File: src/logic/dbc_regs.vh
// Constants for the contact input conditioning block: register offsets,
// field positions, reset values, setting limits and timing figures.
// Assumes a byte-addressed register port with one 32-bit word per register.
`ifndef DBC_REGS_VH
`define DBC_REGS_VH

// ------------------------------------------------------------------
// Sizes
// ------------------------------------------------------------------
`define DBC_NUM_IN      18
`define DBC_NUM_SIG     8

// ------------------------------------------------------------------
// Timing
// ------------------------------------------------------------------
`define DBC_CLK_HZ      20000000
`define DBC_TICK_MS     1
`define DBC_MS_PER_S    10'd1000

// ------------------------------------------------------------------
// Register offsets
// ------------------------------------------------------------------
`define DBC_OFS_FILT1   8'h00
`define DBC_OFS_FILT2   8'h04
`define DBC_OFS_SEL     8'h08
`define DBC_OFS_DIS     8'h0c
`define DBC_OFS_ENA     8'h10
`define DBC_OFS_AUTO    8'h14
`define DBC_OFS_ENACMD  8'h18
`define DBC_OFS_STATE   8'h1c
`define DBC_OFS_DISST   8'h20
`define DBC_OFS_IRQST   8'h24
`define DBC_OFS_IRQMSK  8'h28
`define DBC_OFS_ELEM    8'h2c
`define DBC_MAP_BASE    8'h40
`define DBC_MAP_MASK    8'he0

// ------------------------------------------------------------------
// Field positions
// ------------------------------------------------------------------
`define DBC_PER_MSB     3
`define DBC_PER_LSB     0
`define DBC_CNT_MSB     11
`define DBC_CNT_LSB     8
`define DBC_CHG_MSB     5
`define DBC_CHG_LSB     0
`define DBC_WIN_MSB     12
`define DBC_WIN_LSB     8
`define DBC_INS_MSB     7
`define DBC_INS_LSB     0
`define DBC_CEN_MSB     15
`define DBC_CEN_LSB     8
`define DBC_MAP_IDX_MSB 4
`define DBC_MAP_IDX_LSB 0
`define DBC_MAP_VALID   7

// ------------------------------------------------------------------
// Reset values and limits
// ------------------------------------------------------------------
`define DBC_PER_DEF     6'h06
`define DBC_PER_MIN     6'h02
`define DBC_PER_MAX     6'h0a
`define DBC_CNT_DEF     6'h02
`define DBC_CNT_MIN     6'h01
`define DBC_CNT_MAX     6'h0a
`define DBC_CHG_DEF     6'h05
`define DBC_CHG_MIN     6'h02
`define DBC_CHG_MAX     6'h3c
`define DBC_WIN_DEF     6'h02
`define DBC_WIN_MIN     6'h01
`define DBC_WIN_MAX     6'h1e
`define DBC_SEL_DEF     18'h00000
`define DBC_AUTO_DEF    18'h3ffff
`define DBC_INS_DEF     8'h00
`define DBC_CEN_DEF     8'hff
`define DBC_MAP_DEF     6'h00

`endif

File: src/logic/dbc_channel.v
// One contact input channel: sampling filter with consecutive-sample
// validation, then a chatter supervisor that freezes the output.
// Assumes the raw input is already synchronised and settings are legal.
`timescale 1ns/1ns
`default_nettype none

module dbc_channel
(
  // Clock and reset
  input  wire       clk,
  input  wire       reset,
  // Raw level and sample ticks
  input  wire       raw,
  input  wire       tick_f1,
  input  wire       tick_f2,
  input  wire       sec_tick,
  // Settings
  input  wire       filt_sel,
  input  wire [3:0] need1,
  input  wire [3:0] need2,
  input  wire [5:0] dis_thr,
  input  wire [4:0] dis_win,
  input  wire [5:0] ena_thr,
  input  wire [4:0] ena_win,
  input  wire       auto_dis,
  input  wire       ena_cmd,
  // Results
  output reg        out,
  output reg        disabled,
  output reg        dis_event
);

  reg        filt;
  reg  [3:0] same_cnt;
  reg  [5:0] chg;
  reg  [4:0] win;

  // Filter selection: the assigned filter supplies both tick and count.
  wire       tick  = filt_sel ? tick_f2 : tick_f1;
  wire [3:0] need  = filt_sel ? need2 : need1;
  wire       flip  = tick && (raw != filt) && ({1'b0, same_cnt} + 5'h01 >= {1'b0, need});
  wire       next_filt = flip ? raw : filt;

  // Window length follows the current mode of the supervisor.
  wire [4:0] win_len = disabled ? ena_win : dis_win;
  wire       win_end = sec_tick && ({1'b0, win} + 6'h01 >= {1'b0, win_len});
  wire [5:0] chg_inc = (flip && chg != 6'h3f) ? chg + 6'h01 : chg;

  wire trip   = !disabled && auto_dis && flip && (chg_inc > dis_thr);
  wire revive = disabled && (ena_cmd || (win_end && chg_inc < ena_thr));
  wire next_disabled = trip ? 1'b1 : (revive ? 1'b0 : disabled);

  // Filter: count samples that disagree with the output, clear on agreement.
  always @(posedge clk)
  begin
    if (reset)
    begin
      filt     <= 1'b0;
      same_cnt <= 4'h0;
    end
    else if (tick)
    begin
      if (raw != filt && !flip)
        same_cnt <= same_cnt + 4'h1;
      else
        same_cnt <= 4'h0;
      filt <= next_filt;
    end
  end

  // Chatter supervisor: fixed windows, restarted on every mode change.
  always @(posedge clk)
  begin
    if (reset)
    begin
      chg       <= 6'h00;
      win       <= 5'h00;
      disabled  <= 1'b0;
      out       <= 1'b0;
      dis_event <= 1'b0;
    end
    else
    begin
      disabled  <= next_disabled;
      out       <= next_disabled ? out : next_filt;
      dis_event <= trip;
      if (trip || revive || win_end)
      begin
        chg <= 6'h00;
        win <= 5'h00;
      end
      else
      begin
        chg <= chg_inc;
        win <= sec_tick ? win + 5'h01 : win;
      end
    end
  end

endmodule

`default_nettype wire

File: src/logic/dbc_input_block.v
// Contact input conditioning block: two sampling filters, chatter
// supervision, logic signal mapping and protection element enables.
// Assumes a 20 MHz clock, a simple register port and asynchronous pins.
//
// The register offsets and the strobed register port were chosen for this implementation.
`timescale 1ns/1ns
`default_nettype none
`include "dbc_regs.vh"

// Behaviour
// - Filter one samples every 2-10 ms
// - Filter two has own 2-10 ms period
// - Output changes after N equal consecutive samples
// - Filter one count 1-10, default 2
// - Filter two count 1-10, default 2
// - Per input filter select, default filter one
// - Too many changes disable, hold last state
// - Disable threshold 2-60, window 1-30 s
// - Re-enable by window criteria or command
// - Re-enable threshold 2-60, window 1-30 s
// - Automatic disable per input, default yes
// - Element enable defaults to one
// - Enable from panel, input or command; here panel, mapped input and command bits must all allow it
// - Out of service element drives nothing
// - Each logic signal has one source
module dbc_input_block
#(
  parameter MS_CYCLES = `DBC_CLK_HZ / 1000 * `DBC_TICK_MS
)
(
  // Clock and reset
  input  wire        clk,
  input  wire        reset,
  // Register port
  input  wire [7:0]  addr,
  input  wire [31:0] wdata,
  input  wire        wr,
  input  wire        rd,
  output reg  [31:0] rdata,
  // Contact pins and conditioned levels
  input  wire [17:0] contact_input_line,
  output wire [17:0] status_input_line,
  // Logic signals mapped from the contact inputs
  output reg  [7:0]  logic_signal,
  // Protection elements
  input  wire [7:0]  panel_disable,
  input  wire [7:0]  elem_raw_signal,
  output reg  [7:0]  elem_in_service,
  output reg  [7:0]  elem_signal,
  // Interrupt
  output wire        irq
);

  // ------------------------------------------------------------------
  // Helpers
  // ------------------------------------------------------------------

  // Settings are clamped so a bad write cannot stall a filter or window.
  function [5:0] clamp;
    input [5:0] v;
    input [5:0] lo;
    input [5:0] hi;
    begin
      clamp = (v < lo) ? lo : ((v > hi) ? hi : v);
    end
  endfunction

  // Sample periods only come in even milliseconds.
  function [3:0] period_of;
    input [31:0] w;
    reg   [5:0]  c;
    begin
      c = clamp({2'b00, w[`DBC_PER_MSB:`DBC_PER_LSB]}, `DBC_PER_MIN, `DBC_PER_MAX);
      period_of = {c[3:1], 1'b0};
    end
  endfunction

  // ------------------------------------------------------------------
  // Pin synchronisers
  // ------------------------------------------------------------------
  reg [17:0] in_meta;
  reg [17:0] in_sync;
  reg [7:0]  pan_meta;
  reg [7:0]  pan_sync;

  // Two stages each; only the second stage is read by any logic.
  always @(posedge clk)
  begin
    if (reset)
    begin
      in_meta  <= 18'h00000;
      in_sync  <= 18'h00000;
      pan_meta <= 8'h00;
      pan_sync <= 8'h00;
    end
    else
    begin
      in_meta  <= contact_input_line;
      in_sync  <= in_meta;
      pan_meta <= panel_disable;
      pan_sync <= pan_meta;
    end
  end

  // ------------------------------------------------------------------
  // Settings registers
  // ------------------------------------------------------------------
  reg [31:0] filt1_reg;
  reg [31:0] filt2_reg;
  reg [17:0] sel_reg;
  reg [31:0] dis_reg;
  reg [31:0] ena_reg;
  reg [17:0] auto_reg;
  reg [17:0] ena_cmd;
  reg [17:0] irq_status;
  reg [17:0] irq_mask;
  reg [7:0]  ins_reg;
  reg [7:0]  cen_reg;
  reg [5:0]  map_ent [0:7];
  wire [17:0] disabled;
  wire [17:0] dis_event;
  integer    k;
  integer    j;

  // Reset defaults held as sized values, so that their fields can be sliced.
  localparam [5:0]  CNT_DEF = `DBC_CNT_DEF;
  localparam [5:0]  PER_DEF = `DBC_PER_DEF;
  localparam [5:0]  WIN_DEF = `DBC_WIN_DEF;
  localparam [31:0] MS_LAST = MS_CYCLES - 1;

  wire map_hit = (addr & `DBC_MAP_MASK) == `DBC_MAP_BASE;
  wire [2:0] map_idx = addr[4:2];

  // Register writes; the enable command is a one-cycle pulse per input.
  always @(posedge clk)
  begin
    if (reset)
    begin
      filt1_reg <= {20'h00000, CNT_DEF[3:0], 4'h0, PER_DEF[3:0]};
      filt2_reg <= {20'h00000, CNT_DEF[3:0], 4'h0, PER_DEF[3:0]};
      sel_reg   <= `DBC_SEL_DEF;
      dis_reg   <= {19'h00000, WIN_DEF[4:0], 2'b00, `DBC_CHG_DEF};
      ena_reg   <= {19'h00000, WIN_DEF[4:0], 2'b00, `DBC_CHG_DEF};
      auto_reg  <= `DBC_AUTO_DEF;
      ena_cmd   <= 18'h00000;
      irq_mask  <= 18'h00000;
      ins_reg   <= `DBC_INS_DEF;
      cen_reg   <= `DBC_CEN_DEF;
      for (j = 0; j < `DBC_NUM_SIG; j = j + 1)
        map_ent[j] <= `DBC_MAP_DEF;
    end
    else
    begin
      ena_cmd <= 18'h00000;
      if (wr)
      begin
        if (map_hit)
          map_ent[map_idx] <= {wdata[`DBC_MAP_VALID], wdata[`DBC_MAP_IDX_MSB:`DBC_MAP_IDX_LSB]};
        else
        begin
          case (addr)
            `DBC_OFS_FILT1:  filt1_reg <= wdata;
            `DBC_OFS_FILT2:  filt2_reg <= wdata;
            `DBC_OFS_SEL:    sel_reg   <= wdata[17:0];
            `DBC_OFS_DIS:    dis_reg   <= wdata;
            `DBC_OFS_ENA:    ena_reg   <= wdata;
            `DBC_OFS_AUTO:   auto_reg  <= wdata[17:0];
            `DBC_OFS_ENACMD: ena_cmd   <= wdata[17:0];
            `DBC_OFS_IRQMSK: irq_mask  <= wdata[17:0];
            `DBC_OFS_ELEM:
            begin
              ins_reg <= wdata[`DBC_INS_MSB:`DBC_INS_LSB];
              cen_reg <= wdata[`DBC_CEN_MSB:`DBC_CEN_LSB];
            end
            default: ;
          endcase
        end
      end
    end
  end

  // Effective settings after clamping to their legal ranges.
  wire [3:0] per1  = period_of(filt1_reg);
  wire [3:0] per2  = period_of(filt2_reg);
  wire [5:0] need1 = clamp({2'b00, filt1_reg[`DBC_CNT_MSB:`DBC_CNT_LSB]}, `DBC_CNT_MIN,
                           `DBC_CNT_MAX);
  wire [5:0] need2 = clamp({2'b00, filt2_reg[`DBC_CNT_MSB:`DBC_CNT_LSB]}, `DBC_CNT_MIN,
                           `DBC_CNT_MAX);
  wire [5:0] dis_thr = clamp(dis_reg[`DBC_CHG_MSB:`DBC_CHG_LSB], `DBC_CHG_MIN, `DBC_CHG_MAX);
  wire [5:0] ena_thr = clamp(ena_reg[`DBC_CHG_MSB:`DBC_CHG_LSB], `DBC_CHG_MIN, `DBC_CHG_MAX);
  wire [5:0] dis_win = clamp({1'b0, dis_reg[`DBC_WIN_MSB:`DBC_WIN_LSB]}, `DBC_WIN_MIN,
                             `DBC_WIN_MAX);
  wire [5:0] ena_win = clamp({1'b0, ena_reg[`DBC_WIN_MSB:`DBC_WIN_LSB]}, `DBC_WIN_MIN,
                             `DBC_WIN_MAX);

  // ------------------------------------------------------------------
  // Timebase
  // ------------------------------------------------------------------
  reg [14:0] ms_cnt;
  reg [3:0]  f1_cnt;
  reg [3:0]  f2_cnt;
  reg [9:0]  s_cnt;
  reg        tick_f1;
  reg        tick_f2;
  reg        sec_tick;
  wire       ms_tick = (ms_cnt == MS_LAST[14:0]);

  always @(posedge clk)
  begin
    if (reset)
    begin
      ms_cnt   <= 15'h0000;
      f1_cnt   <= 4'h0;
      f2_cnt   <= 4'h0;
      s_cnt    <= 10'h000;
      tick_f1  <= 1'b0;
      tick_f2  <= 1'b0;
      sec_tick <= 1'b0;
    end
    else
    begin
      ms_cnt   <= ms_tick ? 15'h0000 : ms_cnt + 15'h0001;
      tick_f1  <= 1'b0;
      tick_f2  <= 1'b0;
      sec_tick <= 1'b0;
      if (ms_tick)
      begin
        if (f1_cnt + 4'h1 >= per1)
        begin
          f1_cnt  <= 4'h0;
          tick_f1 <= 1'b1;
        end
        else
          f1_cnt <= f1_cnt + 4'h1;
        if (f2_cnt + 4'h1 >= per2)
        begin
          f2_cnt  <= 4'h0;
          tick_f2 <= 1'b1;
        end
        else
          f2_cnt <= f2_cnt + 4'h1;
        if (s_cnt == `DBC_MS_PER_S - 10'd1)
        begin
          s_cnt    <= 10'h000;
          sec_tick <= 1'b1;
        end
        else
          s_cnt <= s_cnt + 10'h001;
      end
    end
  end

  // ------------------------------------------------------------------
  // Channels
  // ------------------------------------------------------------------
  genvar g;
  generate
    for (g = 0; g < `DBC_NUM_IN; g = g + 1)
    begin : ch
      dbc_channel u_ch
      (
        .clk       (clk),
        .reset     (reset),
        .raw       (in_sync[g]),
        .tick_f1   (tick_f1),
        .tick_f2   (tick_f2),
        .sec_tick  (sec_tick),
        .filt_sel  (sel_reg[g]),
        .need1     (need1[3:0]),
        .need2     (need2[3:0]),
        .dis_thr   (dis_thr),
        .dis_win   (dis_win[4:0]),
        .ena_thr   (ena_thr),
        .ena_win   (ena_win[4:0]),
        .auto_dis  (auto_reg[g]),
        .ena_cmd   (ena_cmd[g]),
        .out       (status_input_line[g]),
        .disabled  (disabled[g]),
        .dis_event (dis_event[g])
      );
    end
  endgenerate

  // ------------------------------------------------------------------
  // Mapping and element enables
  // ------------------------------------------------------------------

  // A signal may share its contact with others but never has two sources.
  always @(posedge clk)
  begin
    if (reset)
    begin
      logic_signal    <= 8'h00;
      elem_in_service <= 8'h00;
      elem_signal     <= 8'h00;
    end
    else
    begin
      for (k = 0; k < `DBC_NUM_SIG; k = k + 1)
      begin
        logic_signal[k] <= map_ent[k][5] && (map_ent[k][4:0] < `DBC_NUM_IN) &&
                           status_input_line[map_ent[k][4:0]];
        elem_in_service[k] <= ins_reg[k] && cen_reg[k] && !pan_sync[k] &&
                              (!map_ent[k][5] || logic_signal[k]);
        elem_signal[k] <= elem_in_service[k] && elem_raw_signal[k];
      end
    end
  end

  // ------------------------------------------------------------------
  // Interrupt and read-back
  // ------------------------------------------------------------------
  wire st_read = rd && (addr == `DBC_OFS_IRQST);

  // A disable event in the clearing cycle survives the read.
  always @(posedge clk)
  begin
    if (reset)
      irq_status <= 18'h00000;
    else
      irq_status <= (st_read ? 18'h00000 : irq_status) | dis_event;
  end

  assign irq = |(irq_status & irq_mask);

  // Read data stand for exactly one cycle; unmapped addresses read zero.
  always @(posedge clk)
  begin
    if (reset)
      rdata <= 32'h00000000;
    else if (!rd)
      rdata <= 32'h00000000;
    else if (map_hit)
      rdata <= {24'h000000, map_ent[map_idx][5], 2'b00, map_ent[map_idx][4:0]};
    else
    begin
      case (addr)
        `DBC_OFS_FILT1:  rdata <= filt1_reg;
        `DBC_OFS_FILT2:  rdata <= filt2_reg;
        `DBC_OFS_SEL:    rdata <= {14'h0000, sel_reg};
        `DBC_OFS_DIS:    rdata <= dis_reg;
        `DBC_OFS_ENA:    rdata <= ena_reg;
        `DBC_OFS_AUTO:   rdata <= {14'h0000, auto_reg};
        `DBC_OFS_STATE:  rdata <= {14'h0000, status_input_line};
        `DBC_OFS_DISST:  rdata <= {14'h0000, disabled};
        `DBC_OFS_IRQST:  rdata <= {14'h0000, irq_status};
        `DBC_OFS_IRQMSK: rdata <= {14'h0000, irq_mask};
        `DBC_OFS_ELEM:   rdata <= {16'h0000, cen_reg, ins_reg};
        default:         rdata <= 32'h00000000;
      endcase
    end
  end

endmodule

`default_nettype wire

File: config.mk
export PLATFORM = sky130hd
export DESIGN_NAME = dbc_input_block
export DESIGN_NICKNAME = d
export VERILOG_FILES = /design/src/logic/dbc_channel.v /design/src/logic/dbc_input_block.v
export VERILOG_INCLUDE_DIRS = /design/src /design/src/logic
export SDC_FILE = /design/constraint.sdc
export NUM_CORES = 2
export LEC_CHECK = 0
export BUFFER_PORTS_ARGS = -buffer_cell sky130_fd_sc_hd__buf_2
export CAP_MARGIN = 0
export CORE_UTILIZATION = 49
export DETAILED_ROUTE_END_ITERATION = 10
export GPL_TIMING_DRIVEN = 0
export MAX_ROUTING_LAYER = met4
export PLACE_DENSITY = 0.67
export SLEW_MARGIN = 5
export SYNTH_ARGS = -nofsm -noshare
export SYNTH_HDL_FRONTEND = slang
export SYNTH_SLANG_ARGS = --single-unit
File: constraint.sdc
create_clock -name clk -period 5.89 [get_ports clk]
set_input_delay 0.589 -clock clk [delete_from_list [all_inputs] [get_ports clk]]
set_output_delay 0.589 -clock clk [all_outputs]
set_load 0.05 [all_outputs]
==> flow_summary.json <==
{
  "fin_nets": 5592,
  "skew_ps": 22.90,
  "largest-register": "ch.u_ch.chg",
  "grt_pass1_vias": 36359,
  "setup_slack_ps": 97.41,
  "height_of_the_die_um": 301.5,
  "start_kind": "register",
  "worst_slew_margin_rel_pct": 2.559,
  "timing.final.setup_violations": 0,
  "routed_wirelength_mm": 168.1,
  "post-route-min-period_ps": 5793,
  "yosysWarningCount": 0,
  "max_clock_freq_mhz": 172.6,
  "layout_top_registers": "ch.u_ch.chg: 108 flops, ch.u_ch.win: 90 flops, ch.u_ch.same_cnt: 72 flops",
  "place.detailed.hpwl_mm": 125.4,
  "post_synth_num_cell_types": 103,
  "numPortBuffers": 137,
  "globalRouteTotalUtil_pct": 37.22,
  "totalNegativeSetupSlack_ps": 0,
  "leakage_nw": 19.90,
  "initial_cell_density_of_the_core_pct": 49.58,
  "remaining_global_route_overflow": 0,
  "synth_async_sr_flop_share_pct": 0,
  "maximum_vdd_drop_uv": 232.8,
  "number_of_enable_flip_flop_cells_after_synthesis": 48,
  "floorplan.die_area_mm2": 0.09091,
  "timing.reg2reg.setup_slack_ps": 100,
  "synthToLayoutAreaGrowth_pct": 12.19,
  "pin_count": 153,
  "min_period_over_period_pct": 98.35,
  "vias": 39689,
  "dp_slack_ps": -856.1,
  "post_drt_wl_per_cell_um": 26.21,
  "final.fill_count": 8097,
  "cts.sink_count": 768,
  "timing.hold.worst.class": "in -> reg",
  "initialDrtViolationCount": 4715,
  "category_of_the_worst_setup_path_capture_point": "register",
  "seqCellArea_mm2": 0.01586,
  "multi_input_comb_area_mm2": 0.02666,
  "tightestPinTransition_ps": 1449,
  "worst_setup_hold_path_clk_slew_ps": 60,
  "vias_per_std_cell": 6.190,
  "postRouteAntennaNets": 0,
  "final_max_slew_viol_count": 0,
  "power.density_cell_area_mw_per_mm2": 230.5,
  "max-cap-violations": 0,
  "clk_latency_ps": 690,
  "cts_max_path_buffers": 3,
  "clock-root-buffer": "sky130_fd_sc_hd__clkbuf_16",
  "worstSetupPathType": "reg -> reg",
  "cp_data_required_time_ps": 6450,
  "number_of_antenna_violations_at_the_first_check_in_global_routing": 13,
  "number_of_flip_flops_under_the_largest_register_name": 108,
  "timing.hold.ws_ps": 123.7,
  "synth_cells": 4929,
  "grt_setup_unrepaired": "no",
  "synth_nets": 5359,
  "synth_sequential_area_ratio_pct": 36.07,
  "failed_checks": "design-rule violations",
  "grt_first_pass_wirelength_mm": 241.4,
  "postSynth.topFlopCell": "sky130_fd_sc_hd__dfxtp_1",
  "syn_avg_cell_area_um2": 8.918,
  "report.final.hold_viol_count": 0,
  "synth.cell_area_mm2": 0.04395,
  "cts_buffers": 88,
  "maximum_fanout_count_along_the_critical_path": 10,
  "htreeDepth": 3,
  "drive_gt1_share_pct": 10.51,
  "placement_rows": 109,
  "floorplan.core_area_mm2": 0.08865,
  "drt_pass1_iterations": 11,
  "power_w": 0.01137,
  "postSynthRegisterBits": 768,
  "die_width_um": 301.5,
  "cp_data_arrival_time_ps": 6360,
  "finalWeightedCongestion": 1.052,
  "grt_max_degree": 21,
  "route.detailed.drc": 2,
  "tritoncts": "built",
  "run_status": "complete, but fails checks"
}
==> cells in the final DEF, fill, tap and decap left out, drive strengths merged, types with 14 or more instances in the layout <==
cell type  Yosys  layout
a211oi        28      28
a21o          44      44
a21oi        301     301
a221oi        27      27
a22oi        107     107
a31oi         59      59
and2          91      91
and3          78      78
buf           64     210
clkbuf       228     355
clkinv         0      21
dfxtp        720     720
edfxtp        48      48
ha           352     352
inv           86      92
maj3          23      23
mux2          64      64
mux2i        259     259
mux4          63      63
nand2        546     546
nand2b        78      78
nand3        159     159
nand4         64      64
nor2         500     500
nor2b        143     143
nor3          65      65
nor3b         25      25
nor4          18      18
o2111ai       14      14
o21a          15      15
o21ai        152     152
or3           15      15
xnor2        130     130
xor2         157     157
==> per-layer routing <==
layer	vias to the layer above	part of all wire [%]	GRT usage, %
li1	18036	-	-
met1	19117	41	49.19
met2	2126	43	54.16
met3	410	11	8.976
met4	0	4.5	15.25
met5	-	0	-
==> cell families (layout without fill, tap and decap cells) <==
logic type / after synthesis / after routing / synth area share [%]
AO/OA/AOI/OAI: 887 / 887 / 12.99
XOR/XNOR: 287 / 287 / 5.719
adder cells (fa/ha/maj): 375 / 375 / 10.56
buffers and inverters: 378 / 684 / 3.555
flip-flops: 768 / 768 / 36.07
multiplexers: 386 / 386 / 10.86
other: 0 / 12 / 0
AND/OR/NAND/NOR: 1848 / 1848 / 20.25
==> what timing repair did <==
item                       4_1_cts  5_1_grt
resized for setup               17       22
buffers inserted                 2        4
hold endpoints to repair         0        0
hold buffers                     0        0
setup endpoints to repair      190      118
pin swaps                        1        1
==> report_power, final <==
group	internal, W	total [W]	switching [W]
clock	0.00322	0.00561	0.00239
combinational	0.000113	0.000435	0.000322
sequential	0.00529	0.00532	0.0000371
total	0.00862	0.0114	0.00275
==> synthesized netlist by cell type (130+ instances only) <==
cell type | count | share of area [%]
sky130_fd_sc_hd__nand3_1 | 158 | 1.8
sky130_fd_sc_hd__nor2b_1 | 141 | 2.0
sky130_fd_sc_hd__nor2_1 | 493 | 4.2
sky130_fd_sc_hd__dfxtp_1 | 720 | 33
sky130_fd_sc_hd__clkbuf_1 | 228 | 1.9
sky130_fd_sc_hd__a21oi_1 | 301 | 3.4
sky130_fd_sc_hd__xnor2_1 | 130 | 2.6
sky130_fd_sc_hd__nand2_1 | 546 | 4.7
sky130_fd_sc_hd__mux2i_1 | 255 | 5.8
sky130_fd_sc_hd__ha_1 | 352 | 10
sky130_fd_sc_hd__xor2_1 | 157 | 3.1
sky130_fd_sc_hd__o21ai_0 | 143 | 1.6
==> area by class of cell <==
type                       count  area share [%]
antenna                       12         0.06090
buffer                       289           2.517
clock buffer                 130           5.214
clock inverter                33          0.7003
inverter                      86          0.6546
multi-input combinational   3783           54.07
sequential                   768           32.16
tap                         1165           2.956
timing repair buffer         146           1.670
==> critical path: stages, from the launching register on <==
cell and delay (ps):
sky130_fd_sc_hd__dfxtp_1 450, sky130_fd_sc_hd__clkbuf_1 550, sky130_fd_sc_hd__clkbuf_2 510, sky130_fd_sc_hd__clkbuf_1 800, sky130_fd_sc_hd__nor3_1 150, sky130_fd_sc_hd__nand2_1 100, sky130_fd_sc_hd__o211a_1 380, sky130_fd_sc_hd__buf_12 220
sky130_fd_sc_hd__buf_12 180, sky130_fd_sc_hd__ha_1 160, sky130_fd_sc_hd__inv_1 40, sky130_fd_sc_hd__a21o_1 140, sky130_fd_sc_hd__a21oi_1 210, sky130_fd_sc_hd__o21a_1 140, sky130_fd_sc_hd__a221oi_1 50, sky130_fd_sc_hd__o31ai_1 710
sky130_fd_sc_hd__o31a_1 450, sky130_fd_sc_hd__mux2_2 370
==> final timing paths <==
kind | from | depth (start not counted) | to
setup / recovery | dis_reg[4] | 17 | ch[11].u_ch.out
hold / removal | contact_input_line[13] | 2 | in_meta[13]
setup reg to reg | dis_reg[4] | 17 | ch[11].u_ch.out
hold reg to reg | pan_sync[7] | 1 | elem_in_service[7]
==> per-stage QoR <==
stage	instances	util (%)	instance area [um^2]
after global routing	6412	55.63	49310
after detailed placement	6234	52.10	46190
final	6412	55.63	49310
after CTS	6398	55.50	49200
after floorplan	4929	-	43950
after global placement	6231	52.00	46100
(Power assumes the default switching activity.)
